### src/logic/adc_timing_pkg.sv
// package: constants, register map and types of the conversion timing block
package adc_timing_pkg;

  // clock rates in kHz; oscillator is synthesised from the system clock
  localparam int unsigned SYS_CLK_KHZ    = 100000;
  localparam int unsigned OSC_NORMAL_KHZ = 1024;
  localparam int unsigned OSC_FAST_KHZ   = 2048;
  localparam int unsigned MOD_DIV        = 4;
  // accumulator steps for half-oscillator-cycle ticks
  localparam logic [17:0] HALF_STEP_NORMAL = 18'(2 * OSC_NORMAL_KHZ);
  localparam logic [17:0] HALF_STEP_FAST   = 18'(2 * OSC_FAST_KHZ);
  localparam logic [17:0] PHASE_WRAP       = 18'(SYS_CLK_KHZ);
  // modulator tick: one per MOD_DIV oscillator cycles, in half ticks
  localparam logic [2:0]  MOD_HALF_LAST    = 3'(2 * MOD_DIV - 1);

  // start delay after latch, in half oscillator cycles (28.5 and 105)
  localparam logic [17:0] START_HALF_NORMAL = 18'h00039;
  localparam logic [17:0] START_HALF_FAST   = 18'h000D2;

  // conversion times in oscillator cycles, index = rate setting
  localparam logic [6:0][16:0] CONT_CYC = {
    17'd1036, 17'd1724, 17'd3116, 17'd5916,
    17'd11532, 17'd22780, 17'd51192};
  localparam logic [6:0][16:0] SS_CYC_NORMAL = {
    17'd1061, 17'd1749, 17'd3141, 17'd5941,
    17'd11557, 17'd22805, 17'd51213};
  localparam logic [6:0][16:0] SS_CYC_FAST = {
    17'd1065, 17'd1753, 17'd3145, 17'd5945,
    17'd11561, 17'd22809, 17'd51217};
  localparam logic [2:0] RATE_MAX = 3'h6;

  // reference settling after switching to the internal source
  localparam int unsigned SYS_CLK_PERIOD_NS = 10;
  localparam int unsigned REF_SETTLE_NS     = 25000;
  localparam logic [11:0] REF_SETTLE_CYC =
    12'((REF_SETTLE_NS + SYS_CLK_PERIOD_NS - 1) / SYS_CLK_PERIOD_NS);

  // reference select codes
  localparam logic [1:0] REF_INTERNAL = 2'h0;
  localparam logic [1:0] REF_EXTERNAL = 2'h1;
  localparam logic [1:0] REF_SUPPLY   = 2'h2;

  // register byte addresses
  localparam logic [7:0] ADDR_CTRL   = 8'h00;
  localparam logic [7:0] ADDR_CMD    = 8'h04;
  localparam logic [7:0] ADDR_LATCH  = 8'h08;
  localparam logic [7:0] ADDR_STATUS = 8'h0C;
  localparam logic [7:0] ADDR_MASK   = 8'h10;
  localparam logic [7:0] ADDR_DATA   = 8'h14;
  localparam logic [7:0] ADDR_STATE  = 8'h18;

  // field positions
  localparam int unsigned CMD_START_BIT   = 0;
  localparam int unsigned CMD_STOP_BIT    = 1;
  localparam int unsigned STAT_DONE_BIT   = 0;
  localparam int unsigned STAT_SETTLE_BIT = 1;

  // reset values
  localparam logic [6:0] CTRL_RST  = 7'h00;
  localparam logic [7:0] LATCH_RST = 8'h01;
  localparam logic [1:0] IRQ_RST   = 2'h0;

  // axi responses
  localparam logic [1:0] RESP_OKAY   = 2'h0;
  localparam logic [1:0] RESP_SLVERR = 2'h2;

  // control register layout
  typedef struct packed {
    logic [2:0] rate;
    logic       cont;
    logic       fast;
    logic [1:0] ref_sel;
  } ctrl_t;

  // conversion sequencer states
  typedef enum logic [1:0] {
    SEQ_IDLE,
    SEQ_LATCH,
    SEQ_DELAY,
    SEQ_CONVERT
  } seq_state_t;

endpackage : adc_timing_pkg

### src/logic/boxcar_decimator.sv
// boxcar fir decimator: counts modulator ones over one conversion window
module boxcar_decimator #(
  parameter int unsigned WIDTH = 24
) (
  input  wire logic             aclk,
  input  wire logic             aresetn,
  input  wire logic             sample_en,
  input  wire logic             bit_in,
  input  wire logic             restart,
  input  wire logic             dump,
  output logic [WIDTH-1:0]      word_q,
  output logic                  word_valid_q
);

  logic [WIDTH-1:0] acc_q;   // running sum of the window
  logic [WIDTH-1:0] acc_inc; // sum including this sample
  logic [WIDTH-1:0] acc_d;

  // uniform taps keep the phase linear; window equals the period, so
  // each word depends on this conversion alone and needs no discard
  assign acc_inc = acc_q + WIDTH'(sample_en & bit_in);
  assign acc_d   = (restart | dump) ? '0 : acc_inc;

  // accumulator
  always_ff @(posedge aclk)
  begin
    if (!aresetn)
      acc_q <= '0;
    else
      acc_q <= acc_d;
  end

  // output word, one valid pulse per window
  always_ff @(posedge aclk)
  begin
    if (!aresetn)
    begin
      word_q       <= '0;
      word_valid_q <= 1'b0;
    end
    else
    begin
      word_valid_q <= dump & ~restart;
      if (dump & ~restart)
        word_q <= acc_inc;
    end
  end

endmodule : boxcar_decimator

### src/logic/adc_conversion_timing_control.sv
// conversion timing and control with axi4-lite registers
module adc_conversion_timing_control #(
  parameter int unsigned DATA_W = 24
) (
  input  wire logic        aclk,
  input  wire logic        aresetn,
  input  wire logic [7:0]  awaddr,
  input  wire logic        awvalid,
  output logic             awready,
  input  wire logic [31:0] wdata,
  input  wire logic [3:0]  wstrb,
  input  wire logic        wvalid,
  output logic             wready,
  output logic [1:0]       bresp,
  output logic             bvalid,
  input  wire logic        bready,
  input  wire logic [7:0]  araddr,
  input  wire logic        arvalid,
  output logic             arready,
  output logic [31:0]      rdata,
  output logic [1:0]       rresp,
  output logic             rvalid,
  input  wire logic        rready,
  input  wire logic        mod_bit_in,
  output logic             result_ready_n,
  output logic             mod_clk,
  output logic [1:0]       ref_sel,
  output logic             ref_buf_en,
  output logic             fast_mode,
  output logic             irq
);

  // register file
  adc_timing_pkg::ctrl_t ctrl_q;      // mode, rate, reference
  logic [7:0]             latch_q;     // latch delay, oscillator cycles
  logic [1:0]             status_q;    // sticky events
  logic [1:0]             mask_q;      // interrupt enables
  logic [1:0]             status_d;
  // axi state
  logic                   aw_full_q;   // write address held
  logic                   w_full_q;    // write data held
  logic [7:0]             aw_addr_q;
  logic [31:0]            w_data_q;
  logic                   w_strb0_q;   // all fields sit in byte 0
  // timing state
  logic [17:0]            phase_q;     // fractional oscillator phase
  logic [17:0]            phase_sum;
  logic                   half_tick;   // half oscillator cycle
  logic [2:0]             div_q;       // half ticks per modulator cycle
  logic                   mod_tick;
  adc_timing_pkg::seq_state_t state_q;
  logic [17:0]            cnt_q;       // half ticks in current state
  logic [17:0]            cnt_inc;
  logic [17:0]            target;
  logic                   hit;
  // modulator input synchroniser
  logic                   mod_s1_q;
  logic                   mod_s2_q;
  logic                   mod_s3_q;
  logic                   mod_bit_q;
  // reference settling
  logic [11:0]            settle_q;
  logic                   settled_q;
  logic [1:0]             ref_prev_q;
  // filter
  logic [DATA_W-1:0]      word;
  logic                   word_valid;

  // write decode
  wire wr_go   = aw_full_q & w_full_q & ~bvalid;
  wire wr_en   = wr_go & w_strb0_q;
  wire wr_ctrl = wr_en & (aw_addr_q == adc_timing_pkg::ADDR_CTRL);
  wire wr_cmd  = wr_en & (aw_addr_q == adc_timing_pkg::ADDR_CMD);
  wire wr_lat  = wr_en & (aw_addr_q == adc_timing_pkg::ADDR_LATCH);
  wire wr_mask = wr_en & (aw_addr_q == adc_timing_pkg::ADDR_MASK);
  wire wr_hit  = (aw_addr_q == adc_timing_pkg::ADDR_CTRL)
               | (aw_addr_q == adc_timing_pkg::ADDR_CMD)
               | (aw_addr_q == adc_timing_pkg::ADDR_LATCH)
               | (aw_addr_q == adc_timing_pkg::ADDR_STATUS)
               | (aw_addr_q == adc_timing_pkg::ADDR_MASK);
  wire start_cmd = wr_cmd & w_data_q[adc_timing_pkg::CMD_START_BIT];
  wire stop_cmd  = wr_cmd & w_data_q[adc_timing_pkg::CMD_STOP_BIT];

  // read decode, if/else chain
  wire rd_go = arvalid & arready;
  logic [31:0] rd_word;
  logic        rd_ok;
  always_comb
  begin
    rd_ok = 1'b1;
    if (araddr == adc_timing_pkg::ADDR_CTRL)
      rd_word = {25'h0, ctrl_q};
    else if (araddr == adc_timing_pkg::ADDR_CMD)
      rd_word = 32'h0;
    else if (araddr == adc_timing_pkg::ADDR_LATCH)
      rd_word = {24'h0, latch_q};
    else if (araddr == adc_timing_pkg::ADDR_STATUS)
      rd_word = {30'h0, status_q};
    else if (araddr == adc_timing_pkg::ADDR_MASK)
      rd_word = {30'h0, mask_q};
    else if (araddr == adc_timing_pkg::ADDR_DATA)
      rd_word = 32'(word);
    else if (araddr == adc_timing_pkg::ADDR_STATE)
      rd_word = {28'h0, result_ready_n, settled_q, ref_buf_en,
                 state_q != adc_timing_pkg::SEQ_IDLE};
    else
    begin
      rd_word = 32'h0;
      rd_ok   = 1'b0;  // unmapped: slave error
    end
  end
  wire rd_status = rd_go & (araddr == adc_timing_pkg::ADDR_STATUS);

  // axi write channels: address and data taken in either order
  always_ff @(posedge aclk)
  begin
    if (!aresetn)
    begin
      awready   <= 1'b1;
      wready    <= 1'b1;
      aw_full_q <= 1'b0;
      w_full_q  <= 1'b0;
      aw_addr_q <= 8'h00;
      w_data_q  <= 32'h0;
      w_strb0_q <= 1'b0;
      bvalid    <= 1'b0;
      bresp     <= adc_timing_pkg::RESP_OKAY;
    end
    else
    begin
      if (awvalid & awready)
      begin
        aw_addr_q <= awaddr;
        aw_full_q <= 1'b1;
        awready   <= 1'b0;
      end
      if (wvalid & wready)
      begin
        w_data_q  <= wdata;
        w_strb0_q <= wstrb[0];
        w_full_q  <= 1'b1;
        wready    <= 1'b0;
      end
      if (wr_go)
      begin
        aw_full_q <= 1'b0;
        w_full_q  <= 1'b0;
        bvalid    <= 1'b1;
        bresp     <= wr_hit ? adc_timing_pkg::RESP_OKAY
                            : adc_timing_pkg::RESP_SLVERR;
      end
      else if (bvalid & bready)
      begin
        // next write only after the response is gone
        bvalid  <= 1'b0;
        awready <= 1'b1;
        wready  <= 1'b1;
      end
    end
  end

  // axi read channel: data one cycle after the address
  always_ff @(posedge aclk)
  begin
    if (!aresetn)
    begin
      arready <= 1'b1;
      rvalid  <= 1'b0;
      rdata   <= 32'h0;
      rresp   <= adc_timing_pkg::RESP_OKAY;
    end
    else if (rd_go)
    begin
      arready <= 1'b0;
      rvalid  <= 1'b1;
      rdata   <= rd_word;
      rresp   <= rd_ok ? adc_timing_pkg::RESP_OKAY
                       : adc_timing_pkg::RESP_SLVERR;
    end
    else if (rvalid & rready)
    begin
      rvalid  <= 1'b0;
      arready <= 1'b1;
    end
  end

  // control registers
  always_ff @(posedge aclk)
  begin
    if (!aresetn)
    begin
      ctrl_q  <= adc_timing_pkg::CTRL_RST;
      latch_q <= adc_timing_pkg::LATCH_RST;
      mask_q  <= adc_timing_pkg::IRQ_RST;
    end
    else
    begin
      if (wr_ctrl)
        ctrl_q <= w_data_q[6:0];
      if (wr_lat)
        latch_q <= w_data_q[7:0];  // in oscillator cycles
      if (wr_mask)
        mask_q <= w_data_q[1:0];
    end
  end

  // reference outputs: buffers only serve the external pair
  wire ext_sel = ctrl_q.ref_sel == adc_timing_pkg::REF_EXTERNAL;
  always_ff @(posedge aclk)
  begin
    if (!aresetn)
    begin
      ref_sel    <= adc_timing_pkg::REF_INTERNAL;
      ref_buf_en <= 1'b0;
      fast_mode  <= 1'b0;
    end
    else
    begin
      ref_sel    <= ctrl_q.ref_sel;
      ref_buf_en <= ext_sel;
      fast_mode  <= ctrl_q.fast;
    end
  end

  // reference settling timer, restarted on reset or external->internal;
  // only reported, conversions are not held off (host's duty)
  wire to_internal = (ref_prev_q == adc_timing_pkg::REF_EXTERNAL)
                   & (ctrl_q.ref_sel == adc_timing_pkg::REF_INTERNAL);
  wire settle_evt  = ~settled_q & (settle_q == 12'h001);
  always_ff @(posedge aclk)
  begin
    if (!aresetn)
    begin
      ref_prev_q <= adc_timing_pkg::REF_INTERNAL;
      settle_q   <= adc_timing_pkg::REF_SETTLE_CYC;
      settled_q  <= 1'b0;
    end
    else
    begin
      ref_prev_q <= ctrl_q.ref_sel;
      if (to_internal)
      begin
        settle_q  <= adc_timing_pkg::REF_SETTLE_CYC;
        settled_q <= 1'b0;
      end
      else if (!settled_q)
      begin
        settle_q  <= settle_q - 12'h001;
        settled_q <= settle_evt;
      end
    end
  end

  // oscillator synthesis: fractional phase gives half-cycle ticks at
  // twice the mode's rate, so the modulator clock and sequencer scale with it
  assign phase_sum = phase_q + (ctrl_q.fast ? adc_timing_pkg::HALF_STEP_FAST
                                            : adc_timing_pkg::HALF_STEP_NORMAL);
  assign half_tick = phase_sum >= adc_timing_pkg::PHASE_WRAP;
  assign mod_tick  = half_tick & (div_q == adc_timing_pkg::MOD_HALF_LAST);
  always_ff @(posedge aclk)
  begin
    if (!aresetn)
    begin
      phase_q <= 18'h0;
      div_q   <= 3'h0;
      mod_clk <= 1'b0;
    end
    else
    begin
      phase_q <= half_tick ? phase_sum - adc_timing_pkg::PHASE_WRAP
                           : phase_sum;
      if (half_tick)
        div_q <= div_q + 3'h1;
      mod_clk <= div_q[2];  // oscillator / 4
    end
  end

  // modulator bit: three stages, change accepted when stages 2 and 3 agree
  always_ff @(posedge aclk)
  begin
    if (!aresetn)
    begin
      mod_s1_q  <= 1'b0;
      mod_s2_q  <= 1'b0;
      mod_s3_q  <= 1'b0;
      mod_bit_q <= 1'b0;
    end
    else
    begin
      mod_s1_q <= mod_bit_in;
      mod_s2_q <= mod_s1_q;
      mod_s3_q <= mod_s2_q;
      if (mod_s2_q == mod_s3_q)
        mod_bit_q <= mod_s3_q;
    end
  end

  // sequencer target per state, in half oscillator cycles
  wire [2:0]  rate_sel = (ctrl_q.rate > adc_timing_pkg::RATE_MAX)
                       ? adc_timing_pkg::RATE_MAX : ctrl_q.rate;
  wire [17:0] start_half = ctrl_q.fast ? adc_timing_pkg::START_HALF_FAST
                                       : adc_timing_pkg::START_HALF_NORMAL;
  wire [17:0] cont_half  = {adc_timing_pkg::CONT_CYC[rate_sel], 1'b0};
  wire [17:0] ss_half    = ctrl_q.fast
    ? {adc_timing_pkg::SS_CYC_FAST[rate_sel], 1'b0}
    : {adc_timing_pkg::SS_CYC_NORMAL[rate_sel], 1'b0};
  always_comb
  begin
    case (state_q)
      adc_timing_pkg::SEQ_LATCH:
        target = {9'h0, latch_q, 1'b0};
      adc_timing_pkg::SEQ_DELAY:
        target = start_half;
      adc_timing_pkg::SEQ_CONVERT:
        // single shot counts from latch, so the delay is taken off
        target = ctrl_q.cont ? cont_half
                             : ss_half - start_half;
      default:
        target = 18'h0;
    endcase
  end
  assign cnt_inc = cnt_q + 18'h1;
  assign hit     = half_tick & (cnt_inc >= target);
  wire conv_end  = hit & (state_q == adc_timing_pkg::SEQ_CONVERT);
  wire pre_end   = half_tick & (state_q == adc_timing_pkg::SEQ_CONVERT)
                 & (cnt_inc == target - 18'h2);

  // sequencer: latch wait, start delay, back-to-back conversions
  always_ff @(posedge aclk)
  begin
    if (!aresetn)
    begin
      state_q <= adc_timing_pkg::SEQ_IDLE;
      cnt_q   <= 18'h0;
    end
    else if (start_cmd)
    begin
      state_q <= adc_timing_pkg::SEQ_LATCH;
      cnt_q   <= 18'h0;
    end
    else if (stop_cmd)
      state_q <= adc_timing_pkg::SEQ_IDLE;
    else if (hit)
    begin
      cnt_q <= 18'h0;
      case (state_q)
        adc_timing_pkg::SEQ_LATCH:
          state_q <= adc_timing_pkg::SEQ_DELAY;
        adc_timing_pkg::SEQ_DELAY:
          state_q <= adc_timing_pkg::SEQ_CONVERT;
        adc_timing_pkg::SEQ_CONVERT:
          state_q <= ctrl_q.cont ? adc_timing_pkg::SEQ_CONVERT
                                 : adc_timing_pkg::SEQ_IDLE;
        default:
          state_q <= adc_timing_pkg::SEQ_IDLE;
      endcase
    end
    else if (half_tick)
      cnt_q <= cnt_inc;
  end

  // fir decimator over each conversion window
  boxcar_decimator #(
    .WIDTH        (DATA_W)
  ) u_filter (
    .aclk         (aclk),
    .aresetn      (aresetn),
    .sample_en    (mod_tick & (state_q == adc_timing_pkg::SEQ_CONVERT)),
    .bit_in       (mod_bit_q),
    .restart      (start_cmd | stop_cmd),
    .dump         (conv_end),
    .word_q       (word),
    .word_valid_q (word_valid)
  );

  // data ready: falls with each word, rises on a start and one
  // oscillator cycle before the next word so every result has an edge
  always_ff @(posedge aclk)
  begin
    if (!aresetn)
      result_ready_n <= 1'b1;
    else if (start_cmd | pre_end)
      result_ready_n <= 1'b1;
    else if (word_valid)
      result_ready_n <= 1'b0;
  end

  // sticky status: event set wins over read clear
  always_comb
  begin
    status_d = rd_status ? 2'h0 : status_q;
    if (word_valid)
      status_d[adc_timing_pkg::STAT_DONE_BIT] = 1'b1;
    if (settle_evt)
      status_d[adc_timing_pkg::STAT_SETTLE_BIT] = 1'b1;
  end

  // status and interrupt line
  always_ff @(posedge aclk)
  begin
    if (!aresetn)
    begin
      status_q <= adc_timing_pkg::IRQ_RST;
      irq      <= 1'b0;
    end
    else
    begin
      status_q <= status_d;
      irq      <= |(status_d & mask_q);
    end
  end

endmodule : adc_conversion_timing_control

### config.mk
export PLATFORM = sky130hd
export DESIGN_NAME = adc_conversion_timing_control
export DESIGN_NICKNAME = d
export VERILOG_FILES = /design/src/logic/adc_timing_pkg.sv /design/src/logic/boxcar_decimator.sv /design/src/logic/adc_conversion_timing_control.sv
export SDC_FILE = /design/constraint.sdc
export NUM_CORES = 1
export LEC_CHECK = 0
export BUFFER_PORTS_ARGS = -buffer_cell sky130_fd_sc_hd__buf_4
export CAP_MARGIN = 15
export CORE_ASPECT_RATIO = 2
export CORE_MARGIN = 2
export CORE_UTILIZATION = 55
export CTS_CLUSTER_SIZE = 20
export DETAILED_ROUTE_END_ITERATION = 8
export PLACE_DENSITY = 0.82
export REMOVE_ABC_BUFFERS = 1
export SLEW_MARGIN = 15
export SYNTH_ARGS = -nofsm -noshare
export SYNTH_HDL_FRONTEND = slang
export SYNTH_HIERARCHICAL = 1
export SYNTH_SLANG_ARGS = --single-unit
### constraint.sdc
create_clock -name aclk -period 9.12 [get_ports aclk]
set_input_delay 0.912 -clock aclk [delete_from_list [all_inputs] [get_ports aclk]]
set_output_delay 0.912 -clock aclk [all_outputs]
set_load 0.005 [all_outputs]
Yosys cells after proc, flatten, opt, wreduce, memory -nomap -nowiden --
Memory sizes are Yosys's and may differ from the RTL's. Index checks and enable logic that the tools add are counted.
Word-level totals: bits in latches 0, bits in registers 193, input port bits 60, memory bits (writable) 0, output and inout port bits 48, memories 3, memory bits (read-only) 408, logic and storage cells 177
Operators by class: mux-type cells 49, magnitude comparators 4, divide/modulo/power cells 0, bitwise logic cells 38, shift-type cells 0, $add $sub $neg 8, $mul 0, equal/unequal tests 19, reductions and logical operators 16
Memory list:
- (name not given) | depth 8, bits a word 17, rd ports 1, clocked after memory_dff 0, write ports 0, RTL line adc_conversion_timing_control.sv:306 | : {adc_timing_pkg::SS_CYC_NORMAL[rate_sel], 1'b0};
- (name not given) | depth 8, bits a word 17, rd ports 1, clocked after memory_dff 0, write ports 0, RTL line adc_conversion_timing_control.sv:305 | ? {adc_timing_pkg::SS_CYC_FAST[rate_sel], 1'b0}
- (name not given) | depth 8, bits a word 17, rd ports 1, clocked after memory_dff 0, write ports 0, RTL line adc_conversion_timing_control.sv:303 | wire [17:0] cont_half = {adc_timing_pkg::CONT_CYC[rate_sel], 1'b0};
Operator list (count):
- $mux W24 | 6
- $mux W18 | 5
- $pmux W18 S3 | 1
- $mux W17 | 3
- $eq A8 B4 Y1 const B | 4
- $eq A8 B5 Y1 const B | 4
- $and A1 B1 Y1 | 25
- $mux W1 | 25
- $add A24 B24 Y24 | 1
- $add A18 B1 Y18 const B | 1
- $add A18 B13 Y18 | 1
- $eq A18 B18 Y1 | 1
- $ge A18 B17 Y1 const B | 1
- $ge A18 B18 Y1 | 1
- $sub A18 B17 Y18 const B | 1
- $sub A18 B2 Y18 const B | 1
- $sub A18 B8 Y18 | 1
- $eq A8 B3 Y1 const B | 2
- $logic_not A8 Y1 | 2
- $mux W13 | 1
- $eq A12 B1 Y1 const B | 1
- $reduce_or A2 Y1 | 6
- $sub A12 B1 Y12 const B | 1
- $mux W2 | 4
- 19 further kinds | 35

Logic depth before layout (Yosys ltp) --
word-level depth 13, depth in mapped cells 23, mapped depth without buffers 19

Modules after synthesis --
The synthesis kept the hierarchy.
Modules (own cells, without submodules):
- adc_conversion_timing_control | instances 1, area an instance 7349.5 sq um, cells each 911, seq. area each 2582.5 sq um
- boxcar_decimator | instances 1, area an instance 1931.9 sq um, cells each 205, seq. area each 980.9 sq um

Least setup slack after synthesis --
Ideal clock, no wire load.
path type register to register, start reg ctrl_q[2] (netlist bit), end reg u_filter.word_q[18], arrival time 4.535 ns, cell stages (with the launch flop) 21, slack 4.510 ns, library setup time 0.074 ns, path buffers 4, period minus slack after synthesis 4.610 ns, path through dfxtp_1 -> buf_4 -> inv_1 -> ha_1 -> fa_1 -> xor2_1 -> nor3_1 -> nor2b_1 -> nand3_1 -> a21o_1 -> clkbuf_1 -> clkbuf_1 -> and3_1 -> and2_1 -> ha_1 -> ha_1 -> nand3_1 -> or2_1 -> buf_6 -> or4_4 -> a31oi_1
On the way: word-level cells in the longest chain between the ends 8, elaborated cells between the ends (all ways) 16
Ends and longest elaborated chain:
- from (decl) | RTL line adc_conversion_timing_control.sv:34 | adc_timing_pkg::ctrl_t ctrl_q;
- from (signal assigned) | RTL line adc_conversion_timing_control.sv:192 | ctrl_q <= adc_timing_pkg::CTRL_RST;
- from (signal assigned) | RTL line adc_conversion_timing_control.sv:199 | ctrl_q <= w_data_q[6:0];
- parallel branches: the longest is 8 deep, another holds $add A24 B24 Y24
- to (signal assigned) | RTL line boxcar_decimator.sv:45 | word_q <= acc_inc;
- to (decl) | RTL line boxcar_decimator.sv:11 | output logic [WIDTH-1:0] word_q,
Parallel ways; which one is timed is not known. A chain may end at the register's enable or synchronous reset.

Worst setup path in the final report --
start reg ctrl_q[6] (netlist bit), end reg u_filter.acc_q[23]
On the way: word-level cells in the longest chain between the ends 13, elaborated cells between the ends (all ways) 17
Ends and longest elaborated chain:
- $gt A3 B3 Y1 | RTL line adc_conversion_timing_control.sv:299 | wire [2:0] rate_sel = (ctrl_q.rate > adc_timing_pkg::RATE_MAX)
- $mux W3 * | RTL line adc_conversion_timing_control.sv:300 | ? adc_timing_pkg::RATE_MAX : ctrl_q.rate;
- $mem_v2 Z8 W17 (on tied branches)
- $mux W17 (on tied branches) | RTL line adc_conversion_timing_control.sv:306, adc_conversion_timing_control.sv:305
- $mux W18 | RTL line adc_conversion_timing_control.sv:305
- $sub A18 B8 Y18 | RTL line adc_conversion_timing_control.sv:317 | : ss_half - start_half;
- $mux W18 * | RTL line adc_conversion_timing_control.sv:316 | target = ctrl_q.cont ? cont_half
- $pmux W18 S3 * | RTL line adc_conversion_timing_control.sv:309 | case (state_q)
- $ge A18 B18 Y1 * | RTL line adc_conversion_timing_control.sv:323 | assign hit = half_tick & (cnt_inc >= target);
- $and A1 B1 Y1 * | RTL line adc_conversion_timing_control.sv:323
- $and A1 B1 Y1 * | RTL line adc_conversion_timing_control.sv:324 | wire conv_end = hit & (state_q == adc_timing_pkg::SEQ_CONVERT);
- named net conv_end | RTL line adc_conversion_timing_control.sv:324
- $or A1 B1 Y1 * | RTL line boxcar_decimator.sv:22 | assign acc_d = (restart | dump) ? '0 : acc_inc;
- $reduce_or A2 Y1 (no line) *
- to (signal assigned) | RTL line boxcar_decimator.sv:28 | acc_q <= '0;
- to (signal assigned) | RTL line boxcar_decimator.sv:30 | acc_q <= acc_d;
- to (decl) | RTL line boxcar_decimator.sv:15 | logic [WIDTH-1:0] acc_q;
The timed path passes the listed nets; every way through them passes the cells marked *. The select of a mux whose other input is x is not followed.

==> impl_metrics.py <==
metrics = {
    "sta": {
        "fin_setup_tns_ns": 0,
        "max_freq_mhz": 171,
        "setup_viol": 0,
        "maxSlewViolCount": 0,
        "hold_viol": 0,
        "rsz0062_at_grt": "false",
        "fin_crit_sh_pct": 64.2,
        "worstMarginPinSlew_ns": 0.875,
        "period_needed_ns": 5.85,
        "slew_headroom_pct": 41.7,
        "fin_skew_ns": 0.00843,
    },
    "finish": {
        "fillers": 1407,
        "antennaDiodeCount": 0,
        "multi_input_comb_area_um2": 5320,
        "drive_above_1_share_pct": 12.0,
        "regArea_um2": 3560,
        "synthToLayoutAreaGrowth_pct": 12.3,
        "nets": 1251,
    },
    "synth": {
        "synth_top_area_cell": "dfxtp_1",
        "syn_area_um2": 9280,
        "synth_ff_type": "dfxtp_1",
        "yosysSeqAreaShare_pct": 38.4,
        "syn_area_per_cell_um2": 8.32,
        "ys_types": 85,
        "async_flop_share_pct": 0,
        "syn-instance-count": 1116,
        "yosysWarnings": 6,
        "synth_commonest_cells": "dfxtp_1, nor2_1, nand2_1",
        "synth.area.top_cells": "dfxtp_1, a21oi_1, nor2_1",
        "synth_edf_count": 0,
        "ys_seq_elements": 178,
        "synthDominantCellAreaShare_pct": 38.4,
        "yosysMostFrequentCell": "dfxtp_1",
    },
    "critical_path": {
        "cp_num_buf_inv": 1,
        "startpoint_type": "flip-flop",
        "arrival_ns": 6.20,
        "cpPeakStageDelay_ns": 0.82,
        "critPathMaxFanout": 24,
        "cp_slowest_cell": "dfxtp_1",
        "worst_path_most_repeated_cell": "ha_1",
        "cp_top_family": "compound AO/OA/AOI/OAI gates",
        "crit_chain": "nor2_1, a21o_1, ha_1, ha_1, o211ai_1, a211oi_1, a211oi_2, ha_1, a21o_1, a21oi_1, o311ai_0, o21ai_0, a31oi_2, buf_4, and3_1, or3_1, a21oi_1",
        "critPathCaptureType": "flip-flop",
        "crit_required_ns": 9.47,
        "criticalPathCategory": "flip-flop to flip-flop",
    },
    "route": {
        "drc": 0,
        "wirelength_mm": 22.9,
        "detail_route.wl_per_cell_um": 16.7,
        "vias_per_cell": 5.99,
        "ant_nets": 0,
        "firstDrtPassIters": 6,
        "drt_iter0_markers": 414,
        "vias": 8231,
    },
    "cts": {
        "cts-resized-gates": 0,
        "clk_latency_ns": 0.43,
        "cts_sinks": 178,
        "cts_buffers": 17,
        "cts_tree": "built",
        "post-cts-setup-buffers": 0,
        "cts-root-buf": "clkbuf_16",
        "clockBufferDepth": 2,
        "htreeDepth": 4,
        "cts_hold_buf": 0,
        "clk_pin_slew_ns": 0.06,
    },
    "floorplan": {
        "die_h_um": 188,
        "initial_core_util_pct": 55.6,
        "num_rows": 67,
        "core_area_um2": 16700,
        "die_area_um2": 18000,
        "fp.dieW_um": 95.9,
        "ios": 108,
    },
    "power": {
        "clockPowerShare_pct": 44.2,
        "power.density_nw_per_um2": 155,
        "power.internal_mw": 1.24,
        "ir_drop_mv": 0.169,
        "combPwrFrac_pct": 5.8,
        "power_mw": 1.61,
        "pwr-share-seq_pct": 50.0,
        "p_leak_nw": 4.26,
        "p_sw_mw": 0.371,
        "switching_share_pct": 23.0,
    },
    "placed_design": {
        "port_buffers": 70,
        "dp_hpwl_mm": 16.2,
        "gp_congestion": 0.959,
    },
    "global_route": {
        "groute.usage.overall_pct": 26.4,
        "overflow": 0,
        "grt_pass1_wl_mm": 37.7,
        "grt_max_degree": 83,
        "grt_pass1_vias": 8247,
        "antenna_found_initial": 0,
    },
    "run": {
        "drv_cap": 0,
    },
    "run_status": {
        "status": "finished, final reports clean",
    },
    "worst_hold_path": {
        "min_path_type": "flip-flop to flip-flop",
    },
}
-- metal layers --
layer  share of wire [%]  global-route usage (%)  vias to the layer above  wire length (µm)
met1                  37                    27.2                     3881              8440
li1                    -                       -                     4020                 -
met3                 3.5                    5.06                       92               807
met5                   0                       0                        -                 0
met2                  54                    47.6                      238             12400
met4                 5.6                    15.8                        0              1270
-- cells in the final DEF, fill, tap and decap left out, drive strengths merged, types with 11 or more instances in the layout --
| cell type | instances |
|---|---|
| or4 | 11 |
| ha | 34 |
| nand2 | 112 |
| or3 | 11 |
| nor2 | 120 |
| xnor2 | 34 |
| and2 | 18 |
| clkbuf | 24 |
| nand3 | 61 |
| buf | 76 |
| xor2 | 38 |
| a21o | 12 |
| nor2b | 11 |
| o31ai | 11 |
| a211oi | 21 |
| nor3 | 28 |
| a31oi | 15 |
| nand4 | 15 |
| mux2i | 23 |
| inv | 34 |
| dfxtp | 178 |
| o21ai | 51 |
| conb | 11 |
| a21oi | 99 |
-- sequential cells by signal, summed over array words and instances, names as in the netlist, 3 cells and up --
name             count
ctrl_q               7
w_data_q             8
u_filter/word_q     24
latch_q              8
rdata               24
u_filter/acc_q      24
div_q                3
settle_q            12
cnt_q               18
phase_q             13
aw_addr_q            8
-- stage by stage --
step | instance area (µm²) | hold slack, ns | worst slack (ns) | instances | utilization, %
after floorplan | 9000 | 0.412 | 2.99 | 1060 | -
after global placement | 9840 | 0.417 | 3.51 | 1343 | 59.0
after detailed placement | 9840 | 0.424 | 3.39 | 1343 | 59.0
after CTS | 10400 | 0.439 | 3.38 | 1374 | 62.4
after global routing | 10400 | 0.466 | 2.83 | 1374 | 62.5
final | 10400 | 0.436 | 3.27 | 1374 | 62.5
-- cells by family after synthesis --
group	share of synthesized area [%]
adder cells (fa/ha/maj)	5.01
AND/OR/NAND/NOR	24.8
buffers and inverters	4.81
XOR/XNOR	7.13
other	0.0809
multiplexers	2.72
AO/OA/AOI/OAI	17.1
flip-flops	38.4
-- power by group through the flow --
stage / Clock [mW] / Sequential [mW] / Combinational, mW
after floorplan: 0 / 0.821 / 0.0517
after global placement: 0 / 0.823 / 0.0911
after detailed placement: 0 / 0.824 / 0.0931
after CTS: 0.721 / 0.807 / 0.0939
after global routing: 0.751 / 0.808 / 0.105
final: 0.713 / 0.807 / 0.0942
-- cell type report --
type | instances | area share [%]
clock buffers | 24 | 4.81
multi-input cells | 847 | 51.1
well taps | 207 | 2.49
repair buffers | 76 | 5.47
flip-flops and latches | 178 | 34.2
clock inverters | 7 | 0.720
inverters | 35 | 1.26
-- final timing paths --
path | start | endpoint | slack [ns] | cells after the start
max | ctrl_q[6] | u_filter/acc_q[23] | 3.27 | 17
min | mod_s1_q | mod_s2_q | 0.44 | 1
max reg2reg | ctrl_q[6] | u_filter/acc_q[23] | 3.27 | 17
min reg2reg | mod_s1_q | mod_s2_q | 0.44 | 1
Power figures use the tool's default switching activity.
